===== src/shared/ltf_map.vh =====
// Purpose: Offsets, fields, reset values and counts of the trigger and filter block
// Assumes: AHB-Lite word access, one register per aligned word
// Notes: Per-bus filter words sit at LTF_BUS_BASE + 16 * bus index
// How it works
// - Five trigger types selectable; start of frame after reset.
// - Start-of-frame type fires at the stop bit closing the sync field.
// - Identifier type fires on a match of single value or range.
// - Combined type fires when identifier and data both match in one frame.
// - Checksum fault triggers in error type when enabled; enabled after reset.
// - Identifier parity fault, bits 6 and 7, triggers when enabled; enabled after reset.
// - Sync field fault triggers in error type when enabled; enabled after reset.
// - Data compared to one pattern with six relational operators; equal default.
// - Data pattern is a byte list; same setting is the single pattern only, never a low bound.
// - Data check starts after 1 to 8191 data events skipped; default 1.
// - Identifier offers six relations plus in and out of range; equal default.
// - Upper identifier bound used only by the two range operators.
// - Four independent bus indices, each with its own filter settings.
// - Select-all command enables every frame and error type at once.
// - Deselect-all command disables every frame and error type at once.
// - Invert command toggles every frame and error type enable.
// - Filter enables writable by index word or by bitmap, same storage.
// - Polarity setting per bus selects idle high or low; idle high default.
// - Filter reset returns every frame and error enable to its default.
`ifndef LTF_MAP_VH
`define LTF_MAP_VH
// Global trigger registers
`define LTF_TRIG_TYPE 8'h00
`define LTF_TRIG_ERR_EN 8'h04
`define LTF_DATA_OP 8'h08
`define LTF_DATA_PAT 8'h0C
`define LTF_DATA_CFG 8'h10
`define LTF_ID_OP 8'h14
`define LTF_ID_LOW 8'h18
`define LTF_ID_HIGH 8'h1C
`define LTF_TRIG_SRC 8'h20
`define LTF_TRIG_STATUS 8'h24
// Per-bus filter block
`define LTF_BUS_BASE 8'h40
`define LTF_FLT_EN 2'h0
`define LTF_FLT_CMD 2'h1
`define LTF_FLT_IDX 2'h2
`define LTF_BUS_CFG 2'h3
// Trigger types
`define LTF_START_OF_FRAME_TYPE 3'h0
`define LTF_IDENT_TYPE 3'h1
`define LTF_ID_AND_PAYLOAD_TYPE 3'h2
`define LTF_WAKE_FRAME_TYPE 3'h3
`define LTF_ERROR_CONDITION_TYPE 3'h4
// Operators
`define LTF_EQUAL_OP 3'h0
`define LTF_NOT_EQUAL_OP 3'h1
`define LTF_LESS_OP 3'h2
`define LTF_LESS_EQUAL_OP 3'h3
`define LTF_GREATER_OP 3'h4
`define LTF_GREATER_EQUAL_OP 3'h5
`define LTF_WITHIN_BOUNDS_OP 3'h6
`define LTF_OUTSIDE_BOUNDS_OP 3'h7
// Fields
`define LTF_CHECKSUM_FAULT_BIT 0
`define LTF_ID_PARITY_FAULT_BIT 1
`define LTF_SYNC_FAULT_BIT 2
`define LTF_CMD_SELECT_ALL_BIT 0
`define LTF_CMD_DESELECT_ALL_BIT 1
`define LTF_CMD_INVERT_BIT 2
`define LTF_CMD_RESET_BIT 3
`define LTF_SKIP_MSB 12
`define LTF_LEN_LSB 16
// Reset values
`define LTF_ERR_EN_RST 3'h7
`define LTF_SKIP_RST 13'h0001
`define LTF_LEN_RST 2'h0
`define LTF_ID_LOW_RST 6'h00
`define LTF_ID_HIGH_RST 6'h3F
`define LTF_FLT_EN_RST 16'hFFFF
`endif


===== src/rtl/ltf_top.v =====
// Purpose: LIN trigger and frame filter behind an AHB-Lite register slave
// Assumes: Decoder strobes are single-cycle pulses on core_clk
// Notes: Writes take no wait state, reads take one
//
// Implementation choices: the AHB-Lite register port and the register offsets.
`include "ltf_map.vh"
module ltf_top #(
  parameter NB = 4,
  parameter NFT = 8,
  parameter NET = 8
) (
  core_clk,
  rst,
  hsel,
  haddr,
  htrans,
  hwrite,
  hsize,
  hready,
  hwdata,
  hrdata,
  hreadyout,
  hresp,
  dec_sync_stop,
  dec_id_valid,
  dec_id,
  dec_data_valid,
  dec_data,
  dec_wake,
  dec_chk_err,
  dec_par_err,
  dec_sync_err,
  dec_frame_end,
  dec_frame_type,
  dec_frame_errs,
  trig_pulse,
  frame_pass,
  frame_pass_valid,
  idle_low_polarity
);
  input wire core_clk;
  input wire rst;
  input wire hsel;
  input wire [31:0] haddr;
  input wire [1:0] htrans;
  input wire hwrite;
  input wire [2:0] hsize;
  input wire hready;
  input wire [31:0] hwdata;
  output reg [31:0] hrdata;
  output reg hreadyout;
  output reg hresp;
  input wire [NB-1:0] dec_sync_stop;
  input wire [NB-1:0] dec_id_valid;
  input wire [8*NB-1:0] dec_id;
  input wire [NB-1:0] dec_data_valid;
  input wire [8*NB-1:0] dec_data;
  input wire [NB-1:0] dec_wake;
  input wire [NB-1:0] dec_chk_err;
  input wire [NB-1:0] dec_par_err;
  input wire [NB-1:0] dec_sync_err;
  input wire [NB-1:0] dec_frame_end;
  input wire [3*NB-1:0] dec_frame_type;
  input wire [NET*NB-1:0] dec_frame_errs;
  output wire trig_pulse;
  output wire [NB-1:0] frame_pass;
  output wire [NB-1:0] frame_pass_valid;
  output wire [NB-1:0] idle_low_polarity;

  // Relation from less-than and equal flags, shared by identifier and data
  function relop;
    input [2:0] op;
    input lt;
    input eq;
    begin
      case (op)
        `LTF_EQUAL_OP: relop = eq;
        `LTF_NOT_EQUAL_OP: relop = ~eq;
        `LTF_LESS_OP: relop = lt;
        `LTF_LESS_EQUAL_OP: relop = lt | eq;
        `LTF_GREATER_OP: relop = ~lt & ~eq;
        `LTF_GREATER_EQUAL_OP: relop = ~lt;
        default: relop = 1'b0;
      endcase
    end
  endfunction

  // Bus slave state
  reg wr_pend_q;
  reg [7:0] wr_addr_q;
  reg rd_wait_q;
  reg [7:0] rd_addr_q;
  wire acc = hsel & htrans[1] & hready;
  wire we = wr_pend_q;
  wire bus_we = we & (wr_addr_q[7:6] == `LTF_BUS_BASE >> 6);

  // Trigger settings
  reg [2:0] trig_type_q;
  reg [2:0] err_en_q;
  reg [2:0] data_op_q;
  reg [31:0] data_pat_q;
  reg [12:0] skip_q;
  reg [1:0] len_q;
  reg [2:0] id_op_q;
  reg [5:0] id_low_q;
  reg [5:0] id_high_q;
  reg [1:0] src_q;
  reg [15:0] trig_cnt_q;
  reg [5:0] last_id_q;

  // Address and data phase capture, one wait state on reads
  always @(posedge core_clk) begin
    if (rst) begin
      wr_pend_q <= 1'b0;
      wr_addr_q <= 8'h00;
      rd_wait_q <= 1'b0;
      rd_addr_q <= 8'h00;
      hreadyout <= 1'b1;
      hresp <= 1'b0;
    end else begin
      wr_pend_q <= acc & hwrite;
      rd_wait_q <= acc & ~hwrite;
      hreadyout <= ~(acc & ~hwrite);
      if (acc) begin
        wr_addr_q <= {haddr[7:2], 2'b00};
        rd_addr_q <= {haddr[7:2], 2'b00};
      end
    end
  end

  // Trigger setting writes
  always @(posedge core_clk) begin
    if (rst) begin
      trig_type_q <= `LTF_START_OF_FRAME_TYPE;
      err_en_q <= `LTF_ERR_EN_RST;
      data_op_q <= `LTF_EQUAL_OP;
      data_pat_q <= 32'h00000000;
      skip_q <= `LTF_SKIP_RST;
      len_q <= `LTF_LEN_RST;
      id_op_q <= `LTF_EQUAL_OP;
      id_low_q <= `LTF_ID_LOW_RST;
      id_high_q <= `LTF_ID_HIGH_RST;
      src_q <= 2'h0;
    end else if (we) begin
      case (wr_addr_q)
        `LTF_TRIG_TYPE: trig_type_q <= hwdata[2:0];
        `LTF_TRIG_ERR_EN: err_en_q <= hwdata[2:0];
        `LTF_DATA_OP: data_op_q <= hwdata[2:0];
        `LTF_DATA_PAT: data_pat_q <= hwdata;
        `LTF_DATA_CFG: begin
          skip_q <= (hwdata[12:0] == 13'h0000) ? 13'h0001 : hwdata[12:0];
          len_q <= hwdata[`LTF_LEN_LSB+1:`LTF_LEN_LSB];
        end
        `LTF_ID_OP: id_op_q <= hwdata[2:0];
        `LTF_ID_LOW: id_low_q <= hwdata[5:0];
        `LTF_ID_HIGH: id_high_q <= hwdata[5:0];
        `LTF_TRIG_SRC: src_q <= hwdata[1:0];
        default: src_q <= src_q;
      endcase
    end
  end

  // Events of the selected trigger source
  wire s_sof = dec_sync_stop[src_q];
  wire s_idv = dec_id_valid[src_q];
  wire [5:0] s_id = dec_id[8*src_q +: 6];
  wire s_dv = dec_data_valid[src_q];
  wire [7:0] s_data = dec_data[8*src_q +: 8];
  wire s_wake = dec_wake[src_q];
  wire s_chk = dec_chk_err[src_q];
  wire s_par = dec_par_err[src_q];
  wire s_syn = dec_sync_err[src_q];

  // Identifier condition, upper bound only for range operators
  reg id_hit;
  always @* begin
    case (id_op_q)
      `LTF_WITHIN_BOUNDS_OP: id_hit = (s_id >= id_low_q) && (s_id <= id_high_q);
      `LTF_OUTSIDE_BOUNDS_OP: id_hit = (s_id < id_low_q) || (s_id > id_high_q);
      default: id_hit = relop(id_op_q, s_id < id_low_q, s_id == id_low_q);
    endcase
  end

  // Data condition, byte list compared most significant byte first
  reg [12:0] dcnt_q;
  reg d_dec_q;
  reg d_lt_q;
  reg id_ok_q;
  wire [12:0] bidx = dcnt_q - skip_q;
  wire d_act = s_dv && (dcnt_q >= skip_q) && (bidx <= {11'h000, len_q});
  wire [7:0] pbyte = data_pat_q[8*bidx[1:0] +: 8];
  wire lt_f = d_dec_q ? d_lt_q : (s_data < pbyte);
  wire eq_f = ~d_dec_q & (s_data == pbyte);
  wire d_last = d_act && (bidx[1:0] == len_q);
  wire data_hit = d_last & relop(data_op_q, lt_f, eq_f);

  // Frame tracking of identifier and data progress
  always @(posedge core_clk) begin
    if (rst) begin
      dcnt_q <= 13'h0000;
      d_dec_q <= 1'b0;
      d_lt_q <= 1'b0;
      id_ok_q <= 1'b0;
    end else if (s_sof) begin
      dcnt_q <= 13'h0000;
      d_dec_q <= 1'b0;
      d_lt_q <= 1'b0;
      id_ok_q <= 1'b0;
    end else begin
      if (s_idv)
        id_ok_q <= id_hit;
      if (s_dv && dcnt_q != 13'h1FFF)
        dcnt_q <= dcnt_q + 13'h0001;
      if (d_act && !d_dec_q && s_data != pbyte) begin
        d_dec_q <= 1'b1;
        d_lt_q <= s_data < pbyte;
      end
    end
  end

  // Trigger decision per type
  reg fire;
  always @* begin
    case (trig_type_q)
      `LTF_START_OF_FRAME_TYPE: fire = s_sof;
      `LTF_IDENT_TYPE: fire = s_idv & id_hit;
      `LTF_ID_AND_PAYLOAD_TYPE: fire = data_hit & id_ok_q;
      `LTF_WAKE_FRAME_TYPE: fire = s_wake;
      `LTF_ERROR_CONDITION_TYPE: fire = (s_chk & err_en_q[`LTF_CHECKSUM_FAULT_BIT])
        | (s_par & err_en_q[`LTF_ID_PARITY_FAULT_BIT])
        | (s_syn & err_en_q[`LTF_SYNC_FAULT_BIT]);
      default: fire = 1'b0;
    endcase
  end

  // Trigger pulse and status
  reg trig_q;
  always @(posedge core_clk) begin
    if (rst) begin
      trig_q <= 1'b0;
      trig_cnt_q <= 16'h0000;
      last_id_q <= 6'h00;
    end else begin
      trig_q <= fire;
      if (fire)
        trig_cnt_q <= trig_cnt_q + 16'h0001;
      if (s_idv)
        last_id_q <= s_id;
    end
  end
  assign trig_pulse = trig_q;

  // Per-bus filter enables, commands and polarity
  wire [16*NB-1:0] flt_en_w;
  genvar g;
  generate
    for (g = 0; g < NB; g = g + 1) begin : bus
      reg [15:0] en_q;
      reg pol_q;
      reg pass_q;
      reg pvld_q;
      wire sel = bus_we && (wr_addr_q[5:4] == g);
      wire [NET-1:0] errs = dec_frame_errs[NET*g +: NET];
      wire [2:0] ft = dec_frame_type[3*g +: 3];
      always @(posedge core_clk) begin
        if (rst) begin
          en_q <= `LTF_FLT_EN_RST;
          pol_q <= 1'b0;
        end else if (sel) begin
          case (wr_addr_q[3:2])
            `LTF_FLT_EN: en_q <= hwdata[15:0];
            `LTF_FLT_CMD: begin
              if (hwdata[`LTF_CMD_RESET_BIT])
                en_q <= `LTF_FLT_EN_RST;
              else if (hwdata[`LTF_CMD_SELECT_ALL_BIT])
                en_q <= 16'hFFFF;
              else if (hwdata[`LTF_CMD_DESELECT_ALL_BIT])
                en_q <= 16'h0000;
              else if (hwdata[`LTF_CMD_INVERT_BIT])
                en_q <= ~en_q;
            end
            `LTF_FLT_IDX: en_q[{hwdata[8], hwdata[2:0]}] <= hwdata[16];
            default: pol_q <= hwdata[0];
          endcase
        end
      end
      // Frame verdict at frame end
      always @(posedge core_clk) begin
        if (rst) begin
          pass_q <= 1'b0;
          pvld_q <= 1'b0;
        end else begin
          pvld_q <= dec_frame_end[g];
          if (dec_frame_end[g])
            pass_q <= en_q[ft] & ((errs == {NET{1'b0}}) | (|(errs & en_q[15:8])));
        end
      end
      assign flt_en_w[16*g +: 16] = en_q;
      assign frame_pass[g] = pass_q;
      assign frame_pass_valid[g] = pvld_q;
      assign idle_low_polarity[g] = pol_q;
    end
  endgenerate

  // Read data loaded in the wait cycle
  reg [31:0] rd_d;
  always @* begin
    rd_d = 32'h00000000;
    if (rd_addr_q[7:6] == `LTF_BUS_BASE >> 6) begin
      if (rd_addr_q[3:2] == `LTF_FLT_EN)
        rd_d = {16'h0000, flt_en_w[16*rd_addr_q[5:4] +: 16]};
      else if (rd_addr_q[3:2] == `LTF_BUS_CFG)
        rd_d = {31'h00000000, idle_low_polarity[rd_addr_q[5:4]]};
    end else begin
      case (rd_addr_q)
        `LTF_TRIG_TYPE: rd_d = {29'h00000000, trig_type_q};
        `LTF_TRIG_ERR_EN: rd_d = {29'h00000000, err_en_q};
        `LTF_DATA_OP: rd_d = {29'h00000000, data_op_q};
        `LTF_DATA_PAT: rd_d = data_pat_q;
        `LTF_DATA_CFG: rd_d = {14'h0000, len_q, 3'h0, skip_q};
        `LTF_ID_OP: rd_d = {29'h00000000, id_op_q};
        `LTF_ID_LOW: rd_d = {26'h0000000, id_low_q};
        `LTF_ID_HIGH: rd_d = {26'h0000000, id_high_q};
        `LTF_TRIG_SRC: rd_d = {30'h00000000, src_q};
        `LTF_TRIG_STATUS: rd_d = {10'h000, last_id_q, trig_cnt_q};
        default: rd_d = 32'h00000000;
      endcase
    end
  end

  // Read data register
  always @(posedge core_clk) begin
    if (rst)
      hrdata <= 32'h00000000;
    else if (rd_wait_q)
      hrdata <= rd_d;
  end
endmodule


===== config.mk =====
export PLATFORM = sky130hd
export DESIGN_NAME = ltf_top
export DESIGN_NICKNAME = d
export VERILOG_FILES = /design/src/rtl/ltf_top.v
export VERILOG_INCLUDE_DIRS = /design/src /design/src/shared
export SDC_FILE = /design/constraint.sdc
export NUM_CORES = 1
export LEC_CHECK = 0
export BUFFER_PORTS_ARGS = -buffer_cell sky130_fd_sc_hd__clkbuf_2
export CORE_MARGIN = 2
export CORE_UTILIZATION = 45
export CTS_CLUSTER_SIZE = 24
export DETAILED_ROUTE_END_ITERATION = 10
export HOLD_SLACK_MARGIN = 0.1
export PLACE_DENSITY = 0.67
export SLEW_MARGIN = 20
export SYNTH_ARGS = -nofsm -noshare
export SYNTH_HDL_FRONTEND = slang
export SYNTH_SLANG_ARGS = --single-unit

===== constraint.sdc =====
create_clock -name core_clk -period 13.54 [get_ports core_clk]
set_clock_uncertainty 0.1 [all_clocks]
set_input_delay 1.354 -clock core_clk [delete_from_list [all_inputs] [get_ports core_clk]]
set_output_delay 1.354 -clock core_clk [all_outputs]
set_load 0.1 [all_outputs]

# Word level (Yosys, flattened, before mapping)
# Cells that the tools add are included.
[classes]
addsub = 3
n_lt_le_gt_ge = 15
eq_ne = 38
n_shift = 4
n_mux = 60
bitwise = 42
reduce_logical = 49
[ops]
columns = ["cell", "n"]
rows = [
  ["32-bit one-hot mux with 10 select lines", 1],
  ["16-bit 2-to-1 mux", 17],
  ["16-bit one-hot mux with 3 select lines", 4],
  ["16-bit bitwise mux", 4],
  ["16-bit inverter", 4],
  ["32-bit by 6-bit indexed part select with 8-bit output", 2],
  ["64-bit by 7-bit indexed part select with 16-bit output", 1],
  ["8-bit logical NOT", 5],
  ["8-bit AND", 4],
  ["32-bit 2-to-1 mux", 1],
  ["8-bit OR reduction", 4],
  ["32-bit by 6-bit indexed part select with 6-bit output", 1],
  ["2-bit AND reduction", 13],
  ["6-bit by 3-bit == test with 1-bit output (second input constant)", 4],
  ["3-bit == test (second input constant)", 7],
  ["3-bit by 5-bit less-than comparator with 1-bit output (second input constant)", 4],
  ["1-bit AND", 18],
  ["3-bit by 2-bit == test with 1-bit output (second input constant)", 6],
  ["16-bit by 1-bit adder with 16-bit output (second input constant)", 1],
  ["1-bit binary-select mux with 2-bit select", 8],
  ["1-bit 2-to-1 mux", 15],
  ["13-bit by 1-bit adder with 13-bit output (second input constant)", 1],
  ["13-bit >= comparator", 1],
  ["13-bit by 2-bit less-or-equal comparator with 1-bit output", 1],
  ["39 further kinds", 84],
]
[word_totals]
regBits = 229
input_bits = 214
out_inout_bits = 47
word_cells = 249

# Longest topological paths before layout
[logic_depth]
ltp_word = 10
mapped_depth = 18
ltp_nobuf = 15

# Worst setup path before layout
# Ideal clock, no wire load.
[synth_timing]
kind = "input-to-reg"
start = "input dec_id[27]"
end = "register trig_cnt_q[14]"
arrival_ns = 4.443
required_time_ns = 13.370
setup_slack_ns = 8.927
cell_stages = 12
cell_sequence = "mux4_2 > ha_1 > a211o_1 > o211ai_1 > a41oi_1 > a311o_1 > a211o_1 > a211o_1 > o211a_1 > buf_6 > or4_1 > a21oi_1"
[synth_via]
elab_chain_cells = 8
[synth_lines]
columns = ["element", "line", "rtl"]
rows = [
  ["from (decl)", "ltf_top.v:55", "input wire [8*NB-1:0] dec_id;"],
  ["32-bit by 6-bit indexed part select with 6-bit output *", "ltf_top.v:166", "wire [5:0] s_id = dec_id[8*src_q +: 6];"],
  ["6-bit less-than comparator / 6-bit == test (equally long branches)", "ltf_top.v:179, ltf_top.v:180", ""],
  ["1-bit inverter (on tied branches)", "ltf_top.v:81, ltf_top.v:82, ltf_top.v:78", ""],
  ["1-bit AND", "ltf_top.v:81", "`LTF_GREATER_OP: relop = ~lt & ~eq;"],
  ["1-bit one-hot mux with 6 select lines", "ltf_top.v:76", "case (op)"],
  ["1-bit one-hot mux with 2 select lines *", "ltf_top.v:177", "case (id_op_q)"],
  ["1-bit AND *", "ltf_top.v:226", "`LTF_IDENT_TYPE: fire = s_idv & id_hit;"],
  ["1-bit one-hot mux with 5 select lines *", "ltf_top.v:224", "case (trig_type_q)"],
  ["to (signal assigned)", "ltf_top.v:246", "trig_cnt_q <= trig_cnt_q + 16'h0001;"],
  ["to (decl)", "ltf_top.v:108", "reg [15:0] trig_cnt_q;"],
]
# Mark *: on every way between the ends. The rest lies on a longest branch, timed or not.
# A chain may end at the register's enable or synchronous reset.

# Final worst setup path
[layout_timing]
start = "register dcnt_q[0]"
end = "register trig_cnt_q[14]"
[layout_via]
elab_chain_cells = 10
[layout_lines]
columns = ["element", "line", "rtl"]
rows = [
  ["from (decl)", "ltf_top.v:185", "reg [12:0] dcnt_q;"],
  ["from (signal assigned)", "ltf_top.v:213", "dcnt_q <= dcnt_q + 13'h0001;"],
  ["13-bit subtractor", "ltf_top.v:189", "wire [12:0] bidx = dcnt_q - skip_q;"],
  ["32-bit by 6-bit indexed part select with 8-bit output", "ltf_top.v:191", "wire [7:0] pbyte = data_pat_q[8*bidx[1:0] +: 8];"],
  ["8-bit less-than comparator / 8-bit == test (equally long branches)", "ltf_top.v:192, ltf_top.v:193", ""],
  ["1-bit 2-to-1 mux / 1-bit AND (equally long branches)", "ltf_top.v:192, ltf_top.v:193", ""],
  ["1-bit inverter (on tied branches)", "ltf_top.v:81, ltf_top.v:82, ltf_top.v:78", ""],
  ["1-bit AND", "ltf_top.v:81", ""],
  ["1-bit one-hot mux with 6 select lines", "ltf_top.v:76", ""],
  ["1-bit AND *", "ltf_top.v:195", "wire data_hit = d_last & relop(data_op_q, lt_f, eq_f);"],
  ["1-bit AND *", "ltf_top.v:227", "`LTF_ID_AND_PAYLOAD_TYPE: fire = data_hit & id_ok_q;"],
  ["1-bit one-hot mux with 5 select lines *", "ltf_top.v:224", ""],
]
# Marked as above.

==> impl_metrics.json <==
{
  "status": "completed",
  "whs_path_depth": 2,
  "gp_congestion": 0.875,
  "core_area_sq_um": 30700,
  "powerDensity_nw_per_um2": 103,
  "drive_above_1_share": 0.187,
  "dp_hpwl_microns": 32800,
  "fp.dieArea_sq_um": 32800,
  "syn2layout_area_growth_pct": 14.8,
  "relSlewSlack": 0.296,
  "tns_ns": 0,
  "grt_setup_unrepaired": "false",
  "critical_path.max_stage_delay_ns": 0.77,
  "hp-class": "reg2reg",
  "synth_area_per_cell_sq_um": 7.86,
  "setup_violations": 0,
  "syn_nets": 2053,
  "cp-start-kind": "flip-flop",
  "tightestPinTransition_ns": 1.05,
  "multiInputGateArea_sq_um": 8690,
  "row_count": 64,
  "mostFrequentLayoutCell": "o21ai_0",
  "die-width_microns": 181,
  "io_buffers": 221,
  "post-route-drc-count": 0,
  "rr_worst_depth": 15,
  "grt_pass1_wl_microns": 74200,
  "die_h_microns": 181,
  "dp.cells": 2273,
  "cp_top_family": "compound AO/OA/AOI/OAI gates",
  "final_cell_mix": "o21ai_0 (245), dfxtp_1 (229), clkbuf_2 (220)",
  "internal_power_w": 0.00124,
  "pwr-share-clk": 0.480,
  "crit_path_top_delay_cell": "fa_1",
  "drt-pass1-iter-count": 6,
  "min_period_ns": 5.15,
  "cts_tree": "built",
  "cts_setup_buffers": 0,
  "drv_slew": 0,
  "layoutNonFillerInstCount": 2322,
  "r2r-start": "dcnt_q[0]$_SDFFE_PP0P_",
  "antenna_found_initial": 0,
  "vias": 14400,
  "placed_area_sq_um": 15200,
  "reg2reg_slack_ns": 8.39,
  "clk_path_buf_depth": 3,
  "initial_core_util": 0.459,
  "min_period_over_period": 0.381,
  "ant_nets": 0,
  "syn_area_sq_um": 14100,
  "p_leak_nw": 5.90,
  "routed_wl_microns": 47500,
  "post-route-cell-area_sq_um": 16200,
  "wire_per_inst_microns": 20.4,
  "crit_path_max_fanout": 30,
  "path_cells": "inv_1 -> ha_1 -> fa_1 -> mux4_2 -> inv_1 -> ha_1 -> nand4_1 -> nor2_1 -> o31ai_1 -> a21oi_1 -> o31ai_1 -> a2111o_1 -> o211a_1 -> or4_1 -> a21oi_1",
  "p_seq_frac": 0.412,
  "cts_sinks": 229,
  "viasPerCell": 6.22,
  "cts_buffers": 27,
  "finalHoldViolations": 0,
  "p_switching_w": 0.000426,
  "r2r_end": "trig_cnt_q[14]$_SDFFE_PP0P_",
  "path_clk_slew_ns": 0.06,
  "grt_max_degree": 126,
  "synth_cells": 1796,
  "ys_seq_area_frac": 0.325,
  "synth.distinct_cells": 64,
  "power.share.switching": 0.256,
  "critPathRequiredTime_ns": 13.92,
  "grt_usage": 0.278,
  "ys.warnings.count": 0,
  "synth_top_flop_cell": "dfxtp_1",
  "endpoint_kind": "flip-flop",
  "cts_max_level": 1,
  "insertion_delay_ns": 0.56,
  "grt_pass1_vias": 13400,
  "cts-root-buf": "clkbuf_16",
  "min_from": "len_q[1]$_SDFFE_PP0P_",
  "critPathKind": "reg2reg",
  "cap_violations": 0,
  "seq_area_sq_um": 4580,
  "hold_end": "len_q[1]$_SDFFE_PP0P_",
  "crit_buf_inv": 2,
  "async_flop_share": 0,
  "overflow": 0,
  "holdBufCountCts": 0,
  "io-pin-count": 261,
  "ctsResizeCount": 0,
  "arrival_ns": 5.53,
  "n_antenna_cell": 0,
  "n_fill_cell": 2959,
  "max_freq_mhz": 194,
  "cp_num_cells": 15,
  "p_comb_frac": 0.108,
  "ir_worst_vdd_mv": 0.0877,
  "synth_seq_cells": 229,
  "dr.first_iter.drc_count": 1865,
  "synth_enable_flop_cells": 0,
  "fin_nets": 2163
}
==> state kept, by name, summed over array words and instances, names as in the netlist, 2 cells and up <==
| name | flops |
|---|---|
| bus.pass_q | 4 |
| skip_q | 13 |
| bus.pvld_q | 4 |
| err_en_q | 3 |
| id_high_q | 6 |
| hrdata | 32 |
| trig_type_q | 3 |
| data_op_q | 3 |
| id_op_q | 3 |
| bus.pol_q | 4 |
| last_id_q | 6 |
| src_q | 2 |
| wr_addr_q | 6 |
| len_q | 2 |
| data_pat_q | 32 |
| id_low_q | 6 |
| bus.en_q | 64 |
| trig_cnt_q | 16 |
| dcnt_q | 13 |
==> power groups by stage <==
stage	sequential (W)	combinational, W	clock [W]
after floorplan	0.000707	0.000109	0
after global placement	0.000699	0.000173	0
after detailed placement	0.000699	0.000176	0
after CTS	0.000685	0.000177	0.000804
after global routing	0.000685	0.000193	0.000836
final	0.000685	0.000179	0.000799
==> cell type report <==
cell class | count | share of cell area
Clock buffer | 36 | 0.0481
Clock inverter | 13 | 0.0121
Inverter | 49 | 0.0113
Multi-Input combinational cell | 1356 | 0.536
Sequential cell | 229 | 0.283
Tap cell | 396 | 0.0306
Timing Repair Buffer | 243 | 0.0790
==> worst max path at each step <==
stage / slack, ns / startpoint / endpoint
2_1_floorplan: 8.93 / dec_id[27] / trig_cnt_q[14]$_SDFFE_PP0P_
3_3_place_gp: 8.33 / dec_id[27] / trig_cnt_q[5]$_SDFFE_PP0P_
3_5_place_dp: 8.29 / dec_id[27] / trig_cnt_q[14]$_SDFFE_PP0P_
4_1_cts: 8.42 / dcnt_q[0]$_SDFFE_PP0P_ / trig_cnt_q[14]$_SDFFE_PP0P_
5_1_grt: 8.12 / dcnt_q[0]$_SDFFE_PP0P_ / trig_cnt_q[14]$_SDFFE_PP0P_
6_report: 8.39 / dcnt_q[0]$_SDFFE_PP0P_ / trig_cnt_q[14]$_SDFFE_PP0P_
==> layer usage <==
layer  GRT usage  up-vias  routed length, microns
met2       0.456      723                   22100
met4      0.0793        0                    1040
li1            -     6794                       -
met3      0.0421       80                    4520
met1       0.381     6851                   19800
met5           0        -                       0
==> per-stage QoR <==
step	total power (W)	utilization	worst slack (ns)	hold slack, ns
floorplan	0.000816	-	8.93	0.342
global placement	0.000872	0.495	8.33	0.359
detailed placement	0.000875	0.495	8.29	0.363
CTS	0.00167	0.527	8.42	0.371
global route	0.00171	0.527	8.12	0.394
finish	0.00166	0.527	8.39	0.374
==> worst min-delay path: stages, from the launching register on <==
cell and delay (ns):
dfxtp_1 0.32, nand2_1 0.05, a21oi_1 0.05
==> logic make-up after synthesis <==
group                    count (synthesis)  synth area share
AO/OA/AOI/OAI                          628             0.264
XOR/XNOR                                15           0.00930
adder cells (fa/ha/maj)                 43            0.0386
buffers and inverters                  211            0.0613
flip-flops                             229             0.325
multiplexers                            84             0.108
other                                    1          0.000266
AND/OR/NAND/NOR                        585             0.194
==> cell usage after synthesis (all sizes together), types with 26 or more instances <==
cell type / count / area (sq um)
ha: 42 / 526
a21oi: 199 / 1000
mux2i: 28 / 280
nand3: 73 / 365
clkbuf: 124 / 465
nor2: 159 / 597
o211ai: 29 / 218
dfxtp: 229 / 4580
inv: 48 / 180
o21ai: 245 / 1230
buf: 38 / 216
nand2: 168 / 631
nor2b: 54 / 338
mux4: 54 / 1220
a22oi: 26 / 195
(Power assumes the default switching activity.)
